**src/verilog/sfi_consts.svh**
```systemverilog
// Constants of the serial flash instruction block: opcodes, address window,
// reset values and wake timing.
// Assumes a 50 MHz system clock that samples the serial bus pins.
`ifndef SFI_CONSTS_SVH
`define SFI_CONSTS_SVH

////////////////////////////////////////////////////////////////////////////////
// Instruction codes
`define SFI_OP_WAKE_ID       8'hab
`define SFI_OP_MAKER_PART    8'h90
`define SFI_OP_LONG_ID       8'h9f
`define SFI_OP_SLEEP         8'hb9
`define SFI_OP_SECURE_ENTER  8'h3a
`define SFI_OP_WRITE_DISABLE 8'h04
`define SFI_OP_STATUS_WRITE  8'h01
`define SFI_OP_SECTOR_ERASE  8'h20

////////////////////////////////////////////////////////////////////////////////
// Field sizes and addresses
`define SFI_OPCODE_LAST_BIT  5'd7
`define SFI_ARG_LAST_BIT     5'd23
`define SFI_DATA_BYTE_BITS   5'd8
`define SFI_BYTE_LAST_BIT    3'd7
`define SFI_ORDER_SWAP_ADDR  24'h000001
`define SFI_SECURE_BASE      24'h07f000
`define SFI_SECURE_LAST      24'h07f0ff
`define SFI_BP_CLEAR         3'h0
`define SFI_LONG_ID_LAST     2'h2

////////////////////////////////////////////////////////////////////////////////
// Reset values
`define SFI_SLEEP_RST        1'b0
`define SFI_SECURE_RST       1'b0

////////////////////////////////////////////////////////////////////////////////
// Wake timing; longest times, so the cycle counts round down
`define SFI_CLK_MHZ          50
`define SFI_SHORT_WAKE_NS    3000
`define SFI_LONG_WAKE_NS     5000
`define SFI_SHORT_WAKE_CYC   ((`SFI_SHORT_WAKE_NS * `SFI_CLK_MHZ) / 1000)
`define SFI_LONG_WAKE_CYC    ((`SFI_LONG_WAKE_NS * `SFI_CLK_MHZ) / 1000)

`endif

```
**src/verilog/sfi_pkg.sv**
```systemverilog
// Types of the serial flash instruction block.
// Assumes sfi_consts.svh supplies every numeric constant.
`default_nettype none

package sfi_pkg;

  typedef struct packed {
    logic cs_n;
    logic sclk;
    logic di;
  } sfi_pins_s;

  typedef enum logic [4:0] {
    ST_IDLE   = 5'h01,
    ST_OPCODE = 5'h02,
    ST_ARGS   = 5'h04,
    ST_SEND   = 5'h08,
    ST_IGNORE = 5'h10
  } sfi_state_e;

  typedef enum logic [1:0] {
    CMD_NONE       = 2'h0,
    CMD_WAKE_ID    = 2'h1,
    CMD_MAKER_PART = 2'h2,
    CMD_LONG_ID    = 2'h3
  } sfi_cmd_e;

  typedef struct packed {
    logic [7:0] maker;
    logic [7:0] mem_type;
    logic [7:0] capacity;
    logic [7:0] part;
  } sfi_ids_s;

endpackage

`default_nettype wire

```
**src/verilog/sfi_pin_sync.sv**
```systemverilog
// Two-stage synchroniser for the serial bus input pins.
// Assumes the pins are asynchronous to clk_in.
`timescale 1ns/100ps
`default_nettype none

module sfi_pin_sync (
  // Clock and reset
  input  wire logic              clk_in,
  input  wire logic              reset_n_in,
  // Pins
  input  wire sfi_pkg::sfi_pins_s pins_in,
  output var  sfi_pkg::sfi_pins_s pins_out
);
  import sfi_pkg::*;

  logic [2:0] meta_r;
  logic [2:0] sync_r;

  genvar g;
  generate
    for (g = 0; g < 3; g++) begin : g_bit
      // Deselected and idle-high levels at reset keep the frame closed
      always_ff @(posedge clk_in or negedge reset_n_in) begin
        if (!reset_n_in) begin
          meta_r[g] <= 1'b1;
          sync_r[g] <= 1'b1;
        end else begin
          meta_r[g] <= pins_in[g];
          sync_r[g] <= meta_r[g];
        end
      end
    end
  endgenerate

  assign pins_out = sync_r;

endmodule // sfi_pin_sync

`default_nettype wire

```
**src/verilog/sfi_wake_timer.sv**
```systemverilog
// Wake delay counter: runs the short or long delay after a wake request.
// Assumes start_in is a one-cycle pulse on clk_in.
`timescale 1ns/100ps
`default_nettype none
`include "sfi_consts.svh"

module sfi_wake_timer (
  // Clock and reset
  input  wire logic clk_in,
  input  wire logic reset_n_in,
  // Control
  input  wire logic start_in,
  input  wire logic long_in,
  // Status
  output logic      running_out,
  output logic      done_out
);

  logic [15:0] cnt_r;

  always_ff @(posedge clk_in or negedge reset_n_in) begin
    if (!reset_n_in) begin
      cnt_r <= 16'h0000;
    end else if (start_in) begin
      cnt_r <= long_in ? 16'(`SFI_LONG_WAKE_CYC) : 16'(`SFI_SHORT_WAKE_CYC);
    end else if (cnt_r != 16'h0000) begin
      cnt_r <= cnt_r - 16'h0001;
    end
  end

  assign running_out = (cnt_r != 16'h0000);
  assign done_out    = (cnt_r == 16'h0001);

endmodule // sfi_wake_timer

`default_nettype wire

```
**src/verilog/sfi_instr.sv**
```systemverilog
// Serial flash instruction logic: wake and identify, identifier reads,
// sleep entry and secure-sector mode with its program/erase gate.
// Assumes SPI mode 0 or 3 pins sampled by clk_in, and array engines that
// report their busy state and consult pe_allow_out before each operation.
`timescale 1ns/100ps
`default_nettype none
`include "sfi_consts.svh"

module sfi_instr #(
  parameter logic [7:0] MAKER_ID = 8'h5a,  // Arbitrary value
  parameter logic [7:0] TYPE_ID  = 8'h31,  // Arbitrary value
  parameter logic [7:0] CAP_ID   = 8'h13,  // Arbitrary value
  parameter logic [7:0] PART_ID  = 8'h12   // Arbitrary value
) (
  // Clock and reset
  input  wire logic        clk_in,
  input  wire logic        reset_n_in,
  // Serial bus
  input  wire logic        spi_cs_n_in,
  input  wire logic        spi_sclk_in,
  input  wire logic        spi_di_in,
  output logic             spi_do_out,
  output logic             spi_do_oe_out,
  // Array engine state
  input  wire logic        erase_prog_busy_in,
  input  wire logic        status_write_busy_in,
  input  wire logic [2:0]  block_protect_bits_in,
  input  wire logic        status_protect_bit_in,
  input  wire logic        seal_bit_in,
  // Program/erase request check
  input  wire logic [23:0] pe_addr_in,
  input  wire logic [7:0]  pe_opcode_in,
  input  wire logic        pe_is_erase_in,
  // Mode and gate outputs
  output logic             sleep_out,
  output logic             waking_out,
  output logic             secure_mode_out,
  output logic             status_protect_view_out,
  output logic             secure_sector_hit_out,
  output logic             pe_allow_out,
  output logic             seal_program_out,
  output logic             status_data_discard_out
);
  import sfi_pkg::*;

  localparam sfi_ids_s IDS = '{maker: MAKER_ID, mem_type: TYPE_ID,
                               capacity: CAP_ID, part: PART_ID};

  // Byte to send for a given command and byte position
  function automatic logic [7:0] id_byte(input sfi_cmd_e cmd, input logic [1:0] idx,
                                         input logic swap);
    logic [7:0] b;
    b = IDS.part;
    case (cmd)
      CMD_MAKER_PART: b = (idx[0] ^ swap) ? IDS.part : IDS.maker;
      CMD_LONG_ID:    b = (idx == 2'h0) ? IDS.maker :
                          (idx == 2'h1) ? IDS.mem_type : IDS.capacity;
      default:        b = IDS.part;
    endcase
    return b;
  endfunction

  ////////////////////////////////////////////////////////////////////////////
  // Pin sampling and edge detection
  sfi_pins_s  pins_raw;
  sfi_pins_s  pins_s;
  logic       sclk_d_r;
  logic       cs_n_d_r;
  logic       sclk_rise;
  logic       sclk_fall;
  logic       cs_fall;
  logic       cs_rise;

  assign pins_raw = '{cs_n: spi_cs_n_in, sclk: spi_sclk_in, di: spi_di_in};

  sfi_pin_sync u_sync (
    .clk_in     (clk_in),
    .reset_n_in (reset_n_in),
    .pins_in    (pins_raw),
    .pins_out   (pins_s)
  );

  always_ff @(posedge clk_in or negedge reset_n_in) begin
    if (!reset_n_in) begin
      sclk_d_r <= 1'b1;
      cs_n_d_r <= 1'b1;
    end else begin
      sclk_d_r <= pins_s.sclk;
      cs_n_d_r <= pins_s.cs_n;
    end
  end

  assign sclk_rise = pins_s.sclk & ~sclk_d_r & ~pins_s.cs_n;
  assign sclk_fall = ~pins_s.sclk & sclk_d_r & ~pins_s.cs_n;
  assign cs_fall   = ~pins_s.cs_n & cs_n_d_r;
  assign cs_rise   = pins_s.cs_n & ~cs_n_d_r;

  ////////////////////////////////////////////////////////////////////////////
  // Instruction decode and shifting
  sfi_state_e state_r;
  sfi_cmd_e   cmd_r;
  logic [4:0] bit_cnt_r;
  logic [7:0] op_r;
  logic [23:0] arg_r;
  logic [1:0] byte_idx_r;
  logic       swap_r;
  logic [7:0] sh_r;
  logic       do_r;
  logic       oe_r;
  logic       sleep_r;
  logic       secure_r;
  logic       busy_any;
  logic [7:0] op_full;
  logic [23:0] arg_full;
  logic       op_done;
  logic       arg_done;
  logic [1:0] idx_next;
  logic       bare_opcode;

  assign busy_any    = erase_prog_busy_in | status_write_busy_in;
  assign op_full     = {op_r[6:0], pins_s.di};
  assign arg_full    = {arg_r[22:0], pins_s.di};
  assign op_done     = (state_r == ST_OPCODE) && sclk_rise && (bit_cnt_r == `SFI_OPCODE_LAST_BIT);
  assign arg_done    = (state_r == ST_ARGS) && sclk_rise && (bit_cnt_r == `SFI_ARG_LAST_BIT)
                       && (cmd_r != CMD_NONE);
  assign idx_next    = ((cmd_r == CMD_LONG_ID) && (byte_idx_r == `SFI_LONG_ID_LAST)) ?
                       2'h0 : byte_idx_r + 2'h1;
  assign bare_opcode = (state_r == ST_ARGS) && (bit_cnt_r == 5'd0);

  logic waking;
  logic wake_done;
  logic wake_start;
  logic wake_long;

  always_ff @(posedge clk_in or negedge reset_n_in) begin
    if (!reset_n_in) begin
      state_r    <= ST_IDLE;
      cmd_r      <= CMD_NONE;
      bit_cnt_r  <= 5'd0;
      op_r       <= 8'h00;
      arg_r      <= 24'h000000;
      byte_idx_r <= 2'h0;
      swap_r     <= 1'b0;
      sh_r       <= 8'h00;
    end else if (cs_rise) begin
      state_r <= ST_IDLE;
    end else if (cs_fall) begin
      state_r   <= ST_OPCODE;
      cmd_r     <= CMD_NONE;
      bit_cnt_r <= 5'd0;
    end else begin
      case (state_r)
        ST_OPCODE: begin
          if (sclk_rise) begin
            op_r      <= op_full;
            bit_cnt_r <= bit_cnt_r + 5'd1;
          end
          if (op_done) begin
            bit_cnt_r <= 5'd0;
            if (waking || (sleep_r && op_full != `SFI_OP_WAKE_ID)) begin
              state_r <= ST_IGNORE;
            end else begin
              case (op_full)
                `SFI_OP_WAKE_ID: begin
                  state_r <= busy_any ? ST_IGNORE : ST_ARGS;
                  cmd_r   <= CMD_WAKE_ID;
                end
                `SFI_OP_MAKER_PART: begin
                  state_r <= ST_ARGS;
                  cmd_r   <= CMD_MAKER_PART;
                end
                `SFI_OP_LONG_ID: begin
                  state_r    <= erase_prog_busy_in ? ST_IGNORE : ST_SEND;
                  cmd_r      <= CMD_LONG_ID;
                  byte_idx_r <= 2'h0;
                  sh_r       <= id_byte(CMD_LONG_ID, 2'h0, 1'b0);
                end
                default: begin
                  state_r <= ST_ARGS;
                end
              endcase
            end
          end
        end
        ST_ARGS: begin
          if (sclk_rise) begin
            arg_r <= arg_full;
            if (bit_cnt_r != `SFI_ARG_LAST_BIT) begin
              bit_cnt_r <= bit_cnt_r + 5'd1;
            end
          end
          if (arg_done) begin
            state_r    <= ST_SEND;
            bit_cnt_r  <= 5'd0;
            byte_idx_r <= 2'h0;
            swap_r     <= (arg_full == `SFI_ORDER_SWAP_ADDR);
            sh_r       <= id_byte(cmd_r, 2'h0,
                                  arg_full == `SFI_ORDER_SWAP_ADDR);
          end
        end
        ST_SEND: begin
          if (sclk_fall) begin
            if (bit_cnt_r[2:0] == `SFI_BYTE_LAST_BIT) begin
              bit_cnt_r  <= 5'd0;
              byte_idx_r <= idx_next;
              sh_r       <= id_byte(cmd_r, idx_next, swap_r);
            end else begin
              bit_cnt_r <= bit_cnt_r + 5'd1;
              sh_r      <= {sh_r[6:0], 1'b0};
            end
          end
        end
        ST_IGNORE: begin
          state_r <= ST_IGNORE;
        end
        default: begin
          state_r <= ST_IDLE;
        end
      endcase
    end
  end

  // Output bit changes on falling serial clock edges; chip select edges clear it
  always_ff @(posedge clk_in or negedge reset_n_in) begin
    if (!reset_n_in) begin
      do_r <= 1'b0;
      oe_r <= 1'b0;
    end else if (cs_rise || cs_fall) begin
      do_r <= 1'b0;
      oe_r <= 1'b0;
    end else if ((state_r == ST_SEND) && sclk_fall) begin
      do_r <= sh_r[7];
      oe_r <= 1'b1;
    end
  end

  ////////////////////////////////////////////////////////////////////////////
  // Sleep flag and wake delay
  sfi_wake_timer u_wake (
    .clk_in      (clk_in),
    .reset_n_in  (reset_n_in),
    .start_in    (wake_start),
    .long_in     (wake_long),
    .running_out (waking),
    .done_out    (wake_done)
  );

  // Deselect after the wake code from sleep starts the matching delay
  assign wake_start = cs_rise && sleep_r && !waking && (cmd_r == CMD_WAKE_ID)
                      && ((state_r == ST_ARGS) || (state_r == ST_SEND));
  assign wake_long  = !bare_opcode;

  logic sleep_entry;
  assign sleep_entry = cs_rise && bare_opcode && (op_r == `SFI_OP_SLEEP)
                       && !busy_any && !sleep_r;

  always_ff @(posedge clk_in or negedge reset_n_in) begin
    if (!reset_n_in) begin
      sleep_r <= `SFI_SLEEP_RST;
    end else if (sleep_entry) begin
      sleep_r <= 1'b1;
    end else if (wake_done) begin
      sleep_r <= 1'b0;
    end
  end

  ////////////////////////////////////////////////////////////////////////////
  // Secure-sector mode
  logic secure_enter;
  logic secure_exit;
  assign secure_enter = cs_rise && bare_opcode && (op_r == `SFI_OP_SECURE_ENTER);
  assign secure_exit  = cs_rise && bare_opcode && (op_r == `SFI_OP_WRITE_DISABLE);

  always_ff @(posedge clk_in or negedge reset_n_in) begin
    if (!reset_n_in) begin
      secure_r <= `SFI_SECURE_RST;
    end else if (secure_exit) begin
      secure_r <= 1'b0;
    end else if (secure_enter) begin
      secure_r <= 1'b1;
    end
  end

  // A status write in secure mode only ever sets the seal, one pulse
  logic seal_pgm_r;
  always_ff @(posedge clk_in or negedge reset_n_in) begin
    if (!reset_n_in) begin
      seal_pgm_r <= 1'b0;
    end else begin
      seal_pgm_r <= cs_rise && secure_r && (state_r == ST_ARGS)
                    && (op_r == `SFI_OP_STATUS_WRITE)
                    && (bit_cnt_r >= `SFI_DATA_BYTE_BITS)
                    && !busy_any;
    end
  end

  // Gate for the array engines; block protect outside the sector stays theirs
  logic hit;
  logic allow;
  assign hit = secure_r && (pe_addr_in >= `SFI_SECURE_BASE)
               && (pe_addr_in <= `SFI_SECURE_LAST);
  always_comb begin
    allow = 1'b1;
    if (sleep_r || waking) begin
      allow = 1'b0;
    end else if (secure_r) begin
      if (seal_bit_in) begin
        allow = 1'b0;
      end else if (hit) begin
        allow = (block_protect_bits_in == `SFI_BP_CLEAR)
                && (!pe_is_erase_in
                    || (pe_opcode_in == `SFI_OP_SECTOR_ERASE));
      end
    end
  end

  ////////////////////////////////////////////////////////////////////////////
  // Outputs
  assign spi_do_out              = do_r;
  assign spi_do_oe_out           = oe_r;
  assign sleep_out               = sleep_r;
  assign waking_out              = waking;
  assign secure_mode_out         = secure_r;
  assign status_protect_view_out = secure_r ? seal_bit_in : status_protect_bit_in;
  assign secure_sector_hit_out   = hit;
  assign pe_allow_out            = allow;
  assign seal_program_out        = seal_pgm_r;
  assign status_data_discard_out = secure_r;

  ////////////////////////////////////////////////////////////////////////////
  // Checks
  localparam int WAKE_MAX = 300;
endmodule // sfi_instr

`default_nettype wire

```
**config.mk**
```make
export PLATFORM = sky130hd
export DESIGN_NAME = sfi_instr
export DESIGN_NICKNAME = d
export VERILOG_FILES = /design/src/verilog/sfi_pkg.sv /design/src/verilog/sfi_pin_sync.sv /design/src/verilog/sfi_wake_timer.sv /design/src/verilog/sfi_instr.sv
export VERILOG_INCLUDE_DIRS = /design/src /design/src/verilog
export SDC_FILE = /design/constraint.sdc
export NUM_CORES = 1
export LEC_CHECK = 0
export BUFFER_PORTS_ARGS = -buffer_cell sky130_fd_sc_hd__buf_2
export CORE_MARGIN = 5
export CORE_UTILIZATION = 55
export CTS_BUF_LIST = sky130_fd_sc_hd__clkbuf_8
export DETAILED_ROUTE_END_ITERATION = 16
export GPL_TIMING_DRIVEN = 0
export PLACE_DENSITY = 0.8
export SLEW_MARGIN = 20
export SYNTH_ARGS = -nofsm -noshare
export SYNTH_HDL_FRONTEND = slang
export SYNTH_SLANG_ARGS = --single-unit
```
**constraint.sdc**
```tcl
create_clock -name clk_in -period 6 [get_ports clk_in]
set_input_delay 0.9 -clock clk_in [delete_from_list [all_inputs] [get_ports clk_in]]
set_output_delay 0.9 -clock clk_in [all_outputs]
set_load 0.02 [all_outputs]
```
* Yosys cells after proc, flatten, opt, wreduce, memory -nomap -nowiden
Cells that the tools add are included.
** Storage, ports and cells
- Register bits after elaboration :: 83
- Output and inout port bits :: 10
- Logic and storage cells :: 198
** Cells by class
- Add/sub/neg operators :: 3
- Order comparisons :: 3
- Eq/ne operators :: 38
- Muxes and demuxes :: 60
- Bitwise gates (word level) :: 14
- Reductions and logical operators :: 58
** Operators by type and width (number)
- 2-to-1 mux 5 bit :: 15
- 2-to-1 mux 8 bit :: 6
- equality test 8 bit, second input constant :: 4
- 2-to-1 mux 16 bit :: 2
- 2-to-1 mux 7 bit :: 4
- case mux 7 bit (2 select lines) :: 2
- logical AND 1 bit :: 27
- equality test 24 x 1 -> 1 bit, second input constant :: 1
- greater-or-equal comparator 24 x 19 -> 1 bit, second input constant :: 1
- less-or-equal comparator 24 x 19 -> 1 bit, second input constant :: 1
- case mux 8 bit (3 select lines) :: 1
- 2-to-1 mux 2 bit :: 11
- inequality test 4 bit, second input constant :: 5
- case mux 5 bit (4 select lines) :: 1
- equality test 16 x 1 -> 1 bit, second input constant :: 1
- equality test 8 x 6 -> 1 bit, second input constant :: 2
- nonzero test 16 bit :: 1
- subtractor 16 x 1 -> 16 bit, second input constant :: 1
- case mux 5 bit (3 select lines) :: 1
- nonzero test 2 bit :: 7
- 2-to-1 mux 1 bit :: 13
- inequality test 2 bit, second input constant :: 6
- case mux 2 bit (3 select lines) :: 2
- AND reduction 4 bit :: 3
- 34 further kinds :: 58

* Depth between registers and ports, before layout
Gate-level depths: netlist of the first run.
- Depth after elaboration :: 10
- Gate-level depth with buffers :: 8

* Modules after synthesis
From an unflattened synthesis of the first run, not the netlist that was laid out.
** Second synthesis, totals
- Cell total of the unflattened synthesis :: 402
- Area total of the unflattened synthesis :: 4366.7 µm²
** By module, submodules not included
- sfi_instr :: times used 1, cells an instance 295, area an instance 3181.8 µm², seq. area each 1530.2 µm²
- sfi_wake_timer :: times used 1, cells an instance 101, area an instance 1027.2 µm², seq. area each 400.4 µm²
- sfi_pin_sync :: times used 1, cells an instance 6, area an instance 157.7 µm², seq. area each 157.7 µm²

* Worst setup path before layout of the first run
OpenSTA, ideal clock, no wires.
- Kind :: input to output
- Start :: input port pe_addr_in[23]
- End :: output port pe_allow_out
- Arrival :: 2.310 ns
- Data required time :: 5.100 ns
- Setup slack :: 2.790 ns
- Cell stages on the path :: 4
- Path buffers :: 0
- Cell sequence :: nor4_1 > nand4_1 > nor4_1 > a21oi_1
** On the way
- Word-level cells in the longest chain between the ends :: 7
- Elaborated cells between the ends (all ways) :: 8
- Those cells by class :: 2 x order compare; 4 x mux; 2 x reduce/logical
** Ends and longest elaborated chain
- start: declaration :: RTL line sfi_instr.sv:31 : input wire logic [23:0] pe_addr_in,
- greater-or-equal comparator 24 x 19 -> 1 bit (no line)
- logical AND 1 bit :: RTL line sfi_instr.sv:300 : assign hit = secure_r && (pe_addr_in >= `SFI_SECURE_BASE)
- logical AND 1 bit (*) :: RTL line sfi_instr.sv:300
- via secure_sector_hit_out :: RTL line sfi_instr.sv:39 : output logic secure_sector_hit_out,
- 2-to-1 mux 1 bit (*) :: RTL line sfi_instr.sv:309 : end else if (hit) begin
- 2-to-1 mux 1 bit (*) :: RTL line sfi_instr.sv:307 : if (seal_bit_in) begin
- 2-to-1 mux 1 bit (*) :: RTL line sfi_instr.sv:306 : end else if (secure_r) begin
- 2-to-1 mux 1 bit (*) :: RTL line sfi_instr.sv:304 : if (sleep_r || waking) begin
- end: declaration :: RTL line sfi_instr.sv:40 : output logic pe_allow_out,
Mark *: on every way through the listed nets, which the timed path passes. The rest lies on a longest branch.

* Worst setup path in the final report of the first run
- Start :: register u_wake.cnt_r[10]
- End :: output port pe_allow_out
** On the way
- Word-level cells in the longest chain between the ends :: 3
** Ends and longest elaborated chain
- start: declaration :: RTL line sfi_wake_timer.sv:19 : logic [15:0] cnt_r;
- start signal: assignment :: RTL line sfi_wake_timer.sv:25 : cnt_r <= long_in ? 16'(`SFI_LONG_WAKE_CYC) : 16'(`SFI_SHORT_WAKE_CYC);
- start signal: assignment :: RTL line sfi_wake_timer.sv:27 : cnt_r <= cnt_r - 16'h0001;
- nonzero test 16 bit :: RTL line sfi_wake_timer.sv:31 : assign running_out = (cnt_r != 16'h0000);
- logical OR 1 bit :: RTL line sfi_instr.sv:304
- 2-to-1 mux 1 bit :: RTL line sfi_instr.sv:304
Every way passes these cells.

==> results.toml, run 1 <==
[power]
leakagePower_nw = 2.300
vdd_drop_max_mv = 0.1442
power_density_nw_per_um2 = 222.0
power_mw = 1.107

[floorplan]
num_rows = 32
design.portCount = 55
core_um2 = 7767
dieWidth_um = 99.35
die_y_um = 99.35
die_area_um2 = 9869
start_util_pct = 56.52

[global_route]
first_global_vias = 3607
grt_max_degree = 47
grt_usage_pct = 20.88
antenna_found_initial = 0
grt_overflow_total = 0
grt_pass1_wl_mm = 16.79

[min_path]
worstHoldPathType = "flop to flop"

[logic_synthesis]
ys_seq_area_share_pct = 47.56
syn_area_um2 = 4390
synthArstFlopShare_pct = 100.0
yosys_warnings = 0
synthFlopType = "dfrtp_1"
synthTopCellsByCount = "74 x dfrtp_1, 36 x mux2_2, 30 x nor2_1, 24 x nand2_1, 20 x inv_1"
synth_nets = 456
postSynthAreaPerCell_um2 = 10.89
synth_top_cell_by_area = "dfrtp_1"
synth_top_cell_area_share_pct = 42.18
ys_types = 75
synth_edf_count = 0
postSynthCellCount = 403
ys_ff_latch = 83
synth_most_common_cell = "dfrtp_1"
synthTopCellsByArea = "dfrtp_1 42%, mux2_2 9.2%, dfstp_2 5.4%"

[timing]
period_minus_slack_ns = 3.361
rsz0062_at_grt = "false"
setup_viol = 0
setup_ws_ns = 2.639
slew_headroom_pct = 64.47
timing.final.crit_share_pct = 56.02
worst_slew_pin_slew_ns = 0.5329
timing.fmax_ghz = 0.2975
finalHoldWorstSlack_ns = 0.3584
slew_viol_final = 0
clock_skew_ns = 0.01395
setup_tns_ns = 0
hold_viol_final = 0

[clock_tree]
ctsResizeCount = 0
worst_skew_pair.late_latency_ns = 0.36
cts_tree = "built"
post_cts_buffers = 0
numCtsBuffers = 9
clock_sinks = 83
clock_path_buffers = 2
cts_hold_buf = 0
clock_tree.htree_level_count = 3
clk_pin_slew_worst_paths_ns = 0.10
cts_root_buf = "clkbuf_8"

[setup_path]
slowest_delay_ns = 0.44
end_kind = "output pin"
crit_chain = "nor4_1, nand3_1, nor2_1, buf_2, nand2_1, a21oi_1, buf_2"
worstPathArrival_ns = 2.46
crit_path_frequent_cell = "buf_2"
cp.required_ns = 5.10
setup.worst_path.start_class = "flop"
cpLargestDelayFamily = "simple AND/OR/NAND/NOR gates"
crit_buf_inv = 2
slowest_stage = "nor4_1"
path_max_fanout = 10
crit_type = "flop to output pin"

[route]
dr.pass1.iters = 5
vias_per_cell = 6.204
drt_wl_total_mm = 9.873
postRouteAntennaNets = 0
drtIter0Drc = 336
vias = 3524
drc_errors = 0
routedWlPerCell_um = 17.38

[layout]
nets = 514
post-route-util_pct = 64.19
fin_cells = 568
fin_area_um2 = 4986
diodes = 0
drive_gt1_share_pct = 29.61
area_growth_pct = 13.57

[placement]
dpl_cell_area_um2 = 4778
io_buffers = 46
hpwl_mm = 7.286
gp_congestion = 0.9640
place_inst = 552
dpl_worst_slack_ns = 3.006

[job]
maxCapViolCount = 0

[run_status]
outcome = "complete, no violations"
path summary, 6_finish.rpt:
path | startpoint | end | cells past startpoint | slack (ns)
setup / recovery | u_wake.cnt_r[10]$_DFFE_PN0P_ | pe_allow_out | 7 | 2.64
hold / removal | u_sync.meta_r[2]$_DFF_PN1_ | u_sync.pins_out[2]$_DFF_PN1_ | 0 | 0.36
setup reg to reg | bit_cnt_r[0]$_DFFE_PN0P_ | bit_cnt_r[4]$_DFFE_PN0P_ | 7 | 3.40
hold reg to reg | u_sync.meta_r[2]$_DFF_PN1_ | u_sync.pins_out[2]$_DFF_PN1_ | 0 | 0.36
max in group asynchronous | reset_n_in | u_sync.pins_out[1]$_DFF_PN1_ | 2 | 4.84
min in group asynchronous | reset_n_in | u_wake.cnt_r[6]$_DFFE_PN0P_ | 1 | 0.50
metal layers:
metal,track usage (%),part of all wire [%],vias to the layer above
met3,4.909,7.9,29
met1,27.12,42,1696
met5,0,0,-
met2,33.16,47,178
li1,-,-,1621
met4,9.664,2.8,0
state kept, by name (all words and copies together) (netlist names):
register          flops
u_sync.pins_out       3
seal_program_out      1
state_r               5
sclk_d_r              1
cmd_r                 2
op_r                  8
arg_r                23
bit_cnt_r             5
swap_r                1
secure_mode_out       1
u_sync.meta_r         3
cs_n_d_r              1
spi_do_oe_out         1
spi_do_out            1
byte_idx_r            2
sleep_out             1
u_wake.cnt_r         16
sh_r                  8
placed cells by master (no fill, tap or decap), types with 11 or more instances in the layout:
cell	instances
a21oi_1	17
buf_2	50
dfrtp_1	74
inv_1	20
mux2_2	36
nand2_1	24
nand3_1	11
nor2_1	30
nor3_1	11
nor4_1	17
o21ai_0	11
logic make-up (layout without fill, tap and decap cells):
| group | after synthesis | in the layout | share of synthesized area, % |
|---|---|---|---|
| adders and majority gates | 8 | 8 | 2.280 |
| and+or+nand+nor | 153 | 153 | 20.21 |
| AOI/OAI and AO/OA | 73 | 73 | 12.97 |
| xor gates and xnor gates | 7 | 7 | 1.396 |
| muxes | 48 | 48 | 12.54 |
| DFF | 83 | 83 | 47.56 |
| buffers and inverters | 31 | 94 | 3.049 |
power breakdown:
group | leakage (nW) | total [mW] | internal, mW | switching, mW
Sequential | 1.11 | 0.592 | 0.576 | 0.0167
Clock | 0.102 | 0.419 | 0.200 | 0.220
Combinational | 1.09 | 0.0953 | 0.0405 | 0.0547
final cells by class:
class / instances / area, um2
Buffer: 11 / 58.81
Clock buffer: 9 / 123.9
Clock inverter: 7 / 83.83
Fill cell: 639 / 2781
Inverter: 20 / 75.07
Multi-Input combinational cell: 289 / 2168
Sequential cell: 83 / 2088
Tap cell: 102 / 127.6
Timing Repair Buffer: 47 / 260.3
(Power assumes the default switching activity.)
==> run 2: changes to the inputs <==
CORE_UTILIZATION = 54   (was 55)
PLACE_DENSITY = 0.82   (was 0.8)
clock period = 2.9 ns   (was 6 ns; I/O delays follow)
==> run 2 against run 1 <==
Against the previous run:
- routed wire length shrank 2.8%
- die area increased by 1.7%
- core utilization is essentially flat
- sequential power is 110% higher
- worst setup slack got worse by 2.4 ns
- register-to-register slack lost 3.1 ns
- clock skew shrank 0.0080 ns
- via count is 0.74% lower
- final area up 0.45%
- non-clock buffer count is the same
- critical endpoint unchanged
- largest cell class unchanged
- largest power group unchanged
- highest routed layer unchanged
==> results.toml, run 2 (synthesis gave the netlist of run 1 again) <==
[run_status]
outcome = "complete, no violations"

[global_route]
antenna_found_initial = 0
grt_pass1_wl_mm = 15.88
first_global_vias = 3385
grt_max_degree = 43
grt_usage_pct = 19.75
busiest_layer = "met2"
grt_util_met1_pct = 26.15
grt_overflow_total = 0
use_met2_pct = 32.72
met3_usage_pct = 4.934

[route]
drc_errors = 0
drt_wl_total_mm = 9.599
drtIter0Drc = 213
postRouteAntennaNets = 0
routedWlPerCell_um = 16.90
dr.pass1.iters = 5
vias_per_cell = 6.158
vias = 3498

[clock_tree]
clock_sinks = 83
cts_root_buf = "clkbuf_8"
post_cts_buffers = 0
cts_tree = "built"
numCtsBuffers = 9
worst_skew_pair.late_latency_ns = 0.36
clock_tree.htree_level_count = 3
clock_path_buffers = 2
clk_pin_slew_worst_paths_ns = 0.09

[job]
maxCapViolCount = 0

[setup_path]
end_kind = "output pin"
worstPathArrival_ns = 2.25
crit_path_frequent_cell = "buf_2"
crit_type = "flop to output pin"
crit_chain = "nor4_4, nand3_2, nor2_1, buf_2, nand2_1, a21oi_1, buf_2"
slowest_delay_ns = 0.46
cpLargestDelayFamily = "simple AND/OR/NAND/NOR gates"
crit_buf_inv = 2
r2r_slack_ns = 0.33
path_max_fanout = 10
setup.worst_path.start_class = "flop"
slowest_stage = "dfrtp_1"
cp.required_ns = 2.47

[floorplan]
design.portCount = 55
start_util_pct = 56.23
die_area_um2 = 10030
die_y_um = 100.2
num_rows = 32
dieWidth_um = 100.2
core_um2 = 7807

[power]
power_mw = 2.292
leakagePower_nw = 2.310
vdd_drop_max_mv = 0.2905
power_density_nw_per_um2 = 457.5

[timing]
period_minus_slack_ns = 2.681
clock_skew_ns = 0.005933
slew_headroom_pct = 58.05
finalHoldWorstSlack_ns = 0.04008
setup_viol = 0
hold_viol_final = 0
timing.final.crit_share_pct = 92.46
slew_viol_final = 0
timing.fmax_ghz = 0.3730
rsz0062_at_grt = "false"
worst_slew_pin_slew_ns = 0.6235
setup_ws_ns = 0.2187
setup_tns_ns = 0

[layout]
diodes = 0
fin_area_um2 = 5009
largest_reg_flops = 23
reg_top3 = "arg_r (23), u_wake.cnt_r (16)"
final_common_cell = "dfrtp_1"
final_cell_mix = "74 x dfrtp_1, 50 x buf_2, 36 x mux2_2"
drive_gt1_share_pct = 30.47
post-route-util_pct = 64.15
regMostFlops = "arg_r"
nets = 514
area_growth_pct = 14.08
fin_cells = 568

[placement]
io_buffers = 46
place_inst = 552
hpwl_mm = 7.056
gp_congestion = 0.8934
dpl_worst_slack_ns = 0.3543
dpl_cell_area_um2 = 4771

[min_path]
worstHoldPathType = "input pin to async pin"
-- run 2: what timing repair did --
item,4_1_cts,5_1_grt
endpoints found under the setup margin,0,1
hold buffers,0,0
gates resized for setup,0,5
-- run 2: cell type report --
| class | count | area [um2] |
|---|---|---|
| buffer | 11 | 58.81 |
| clock buffer | 9 | 123.9 |
| clock inverter | 7 | 85.08 |
| fill | 634 | 2799 |
| inverter | 20 | 75.07 |
| multi-input combinational | 289 | 2197 |
| sequential | 83 | 2088 |
| tap | 102 | 127.6 |
| timing repair buffer | 47 | 252.7 |
-- run 2: power breakdown --
part           internal [mW]  switching [mW]  total, mW
clock                  0.414           0.464      0.878
sequential              1.19          0.0338       1.22
combinational         0.0806           0.108      0.188
-- run 2: worst paths after layout --
kind / end / cells after the start / start
worst max register to register: bit_cnt_r[0]$_DFFE_PN0P_ / 7 / bit_cnt_r[0]$_DFFE_PN0P_
min in group clk_in: u_sync.meta_r[0]$_DFF_PN1_ / 1 / spi_di_in
worst max-delay path: pe_allow_out / 7 / u_wake.cnt_r[10]$_DFFE_PN0P_
max in group asynchronous: arg_r[17]$_DFFE_PN0P_ / 2 / reset_n_in
worst min register to register: u_sync.pins_out[2]$_DFF_PN1_ / 0 / u_sync.meta_r[2]$_DFF_PN1_
worst min-delay path: state_r[1]$_DFFE_PN0P_ / 1 / reset_n_in
-- run 2: layer usage --
metal	part of all wire (%)	wire [um]	vias to the layer above
li1	-	-	1625
met1	42	4043	1731
met2	49	4733	128
met3	7.3	699	14
met4	1.3	122	0
met5	0	0	-
==> run 3: changes to the inputs <==
--- a/config.mk
+++ b/config.mk
@@ -8,5 +8,6 @@
 export LEC_CHECK = 0
+export ABC_AREA = 1
 export BUFFER_PORTS_ARGS = -buffer_cell sky130_fd_sc_hd__buf_2
 export CORE_MARGIN = 5
-export CORE_UTILIZATION = 54
+export CORE_UTILIZATION = 55
 export CTS_BUF_LIST = sky130_fd_sc_hd__clkbuf_8
@@ -14,3 +15,3 @@
 export GPL_TIMING_DRIVEN = 0
-export PLACE_DENSITY = 0.82
+export PLACE_DENSITY = 0.83
 export SLEW_MARGIN = 20
--- a/constraint.sdc
+++ b/constraint.sdc
@@ -3,2 +3,2 @@
 set_output_delay 0.435 -clock clk_in [all_outputs]
-set_load 0.02 [all_outputs]
+set_load 0.01 [all_outputs]
==> run 3 against run 2 <==
Against the previous run:
- critical path depth up 1
- maximum frequency up 20%
- routed wire length up 5.4%
- core utilization down 0.76 points
- count of clock-buffer cells in the layout up 1
- synthesized area up 5.4%
- global-route usage up 1.2 points
- final cell count up 36%
- final area up 4.0%
- hold slack worse by 0.031 ns
- largest cell class unchanged
- highest routed layer unchanged
==> results.toml, run 3 <==
[layout]
final_cell_mix = "174 x nand2_1, 80 x nor2_1, 74 x dfrtp_1"
final_common_cell = "nand2_1"
regMostFlops = "arg_r"
nets = 714
reg_top3 = "arg_r (23), u_wake.cnt_r (16)"
largest_reg_flops = 23
fill_cells = 704
area_growth_pct = 12.51
diodes = 0
drive_gt1_share_pct = 20.27

[timing]
timing.fmax_ghz = 0.4466
rsz0062_at_grt = "false"
timing.final.crit_share_pct = 77.21
period_minus_slack_ns = 2.239
setup_tns_ns = 0
slew_headroom_pct = 70.16
clock_skew_ns = 0.01215
hold_viol_final = 0
setup_viol = 0
worst_slew_pin_slew_ns = 0.4475
slew_viol_final = 0

[setup_path]
r2r_slack_ns = 0.93
reg2reg_to = "arg_r[18]$_DFFE_PN0P_"
endpoint = "pe_allow_out"
slowest_stage = "dfrtp_1"
reg2reg_depth = 7
cpLargestDelayFamily = "simple AND/OR/NAND/NOR gates"
cp.depth = 8
rr_startpoint = "u_sync.pins_out[2]$_DFF_PN1_"
startpoint = "u_wake.cnt_r[3]$_DFFE_PN0P_"
crit_type = "flop to output pin"
crit_buf_inv = 2
cp.required_ns = 2.47
worstPathArrival_ns = 1.80
slowest_delay_ns = 0.44
crit_chain = "nor2_1, nand3_1, nor2_1, nand4_1, inv_1, nand3_1, a21oi_1, buf_2"
setup.worst_path.start_class = "flop"
end_kind = "output pin"
path_max_fanout = 4

[global_route]
antenna_found_initial = 0
first_global_vias = 3988
grt_usage_pct = 20.96
grt_max_degree = 53
use_met2_pct = 36.62
grt_pass1_wl_mm = 17.36
grt_overflow_total = 0
grt_util_met1_pct = 25.88
busiest_layer = "met2"
met3_usage_pct = 3.994

[route]
drt_wl_total_mm = 10.12
routedWlPerCell_um = 13.12
postRouteAntennaNets = 0
drtIter0Drc = 210
dr.pass1.iters = 5
vias = 4043
vias_per_cell = 5.244
drc_errors = 0

[power]
vdd_drop_max_mv = 0.3806
leakagePower_nw = 2.773
power_mw = 2.239
power_density_nw_per_um2 = 429.9

[logic_synthesis]
synth_compound_area_share_pct = 7.459
synth-simple-area-share_pct = 35.38
ys_types = 40
synthXorXnorAreaFrac_pct = 2.649
ys_ff_latch = 83
synth_top_family_by_area = "simple AND/OR/NAND/NOR gates"
yosys_warnings = 0
synth_top_cell_by_area = "dfrtp_1"
syn_area_um2 = 4629
synthTopCellsByCount = "174 x nand2_1, 80 x nor2_1, 74 x dfrtp_1, 61 x inv_1, 43 x nand3_1"
synthArstFlopShare_pct = 100.0
synthTopCellsByArea = "dfrtp_1 40%, nand2_1 14%, nor2_1 6.5%"
synth_nets = 656
synthAdderAreaFrac_pct = 2.162
synth_mux_area_share_pct = 0
synthFlopType = "dfrtp_1"
synth_top_cell_area_share_pct = 40.00
ys_seq_area_share_pct = 45.11
synth_edf_count = 0
synth_most_common_cell = "nand2_1"
postSynthAreaPerCell_um2 = 7.677
postSynthCellCount = 603

[floorplan]
num_rows = 33
dieWidth_um = 101.7
core_um2 = 8217
start_util_pct = 56.34
die_area_um2 = 10350
design.portCount = 55
die_y_um = 101.7

[placement]
gp_congestion = 0.8915
hpwl_mm = 7.669
io_buffers = 46

[run_status]
outcome = "complete, no violations"

[clock_tree]
numCtsBuffers = 9
clock_tree.htree_level_count = 3
ctsResizeCount = 0
post_cts_buffers = 0
clock_sinks = 83
worst_skew_pair.late_latency_ns = 0.37
cts_root_buf = "clkbuf_8"
clock_path_buffers = 2
cts_tree = "built"
cts_hold_buf = 0
clk_pin_slew_worst_paths_ns = 0.09

[min_path]
worstHoldPathType = "input pin to async pin"

[job]
maxCapViolCount = 0
==> run 3: cell types whose count changed after synthesis, sizes merged, moves of 5 or more <==
cell / delta
nand4: +5
inv: +54
nor4: -14
nand2b: -6
nand3: +35
o21ai: +24
nand2: +166
mux2i: -7
a21oi: -6
xor2: +11
nor2: +58
mux2: -41
or3: -6
==> run 3: layout make-up <==
class,count,area (um2),share of cell area [%]
multi-input cells,437,2206,42.35
flip-flops and latches,83,2088,40.09
inverters,74,277.8,5.333
repair buffers,47,260.3,4.996
clock buffers,10,137.6,2.642
well taps,105,131.4,2.522
plain buffers,9,57.56,1.105
clock inverters,6,50.05,0.9608
==> run 3: worst min path at each step <==
stage / end / slack, ns / cells after the start
global route: sh_r[2]$_DFFE_PN0P_ / 0.04 / 1
CTS: sh_r[2]$_DFFE_PN0P_ / 0.01 / 1
global placement: u_sync.pins_out[1]$_DFF_PN1_ / 0.35 / 0
floorplan: arg_r[0]$_DFFE_PN0P_ / 0.14 / 0
finish: sh_r[6]$_DFFE_PN0P_ / 0.009 / 1
detailed placement: u_sync.pins_out[1]$_DFF_PN1_ / 0.35 / 0
==> run 3: per-layer routing <==
layer / vias to the layer above / share of wire, %
met5: - / 0
met4: 0 / 1.7
met3: 15 / 6.3
met2: 100 / 50
met1: 1905 / 42
li1: 2023 / -
==> run 3: metrics by stage <==
step | cell area (um2) | std cells | utilization, % | setup slack (ns) | hold WS (ns)
floorplan | 4629 | 603 | - | 1.197 | 0.1394
global route | 5209 | 771 | 63.39 | 0.5419 | 0.04150
detailed placement | 5021 | 755 | 61.11 | 0.9399 | 0.3472
global placement | 4991 | 754 | 60.74 | 0.7711 | 0.3453
finish | 5209 | 771 | 63.39 | 0.6608 | 0.008712
CTS | 5209 | 771 | 63.39 | 0.6773 | 0.01435
==> run 3: logic make-up after synthesis <==
kind of cell | after synthesis
adder cells (fa/ha/maj) | 8
buffers and inverters | 83
flip-flops | 83
XOR/XNOR | 14
AND/OR/NAND/NOR | 359
AO/OA/AOI/OAI | 56
==> run 3: worst register-to-register path, delay by kind of cell, from the launching register on <==
| kind | cells | cell delay, ns |
|---|---|---|
| buffers and inverters | 3 | 0.63 |
| DFF | 1 | 0.56 |
| and+or+nand+nor | 3 | 0.44 |
| adders and majority gates | 1 | 0.28 |
==> run 3: where the power goes <==
group	internal (mW)	switching, mW
registers	1.19	0.0403
logic	0.0836	0.129
clock network	0.341	0.453
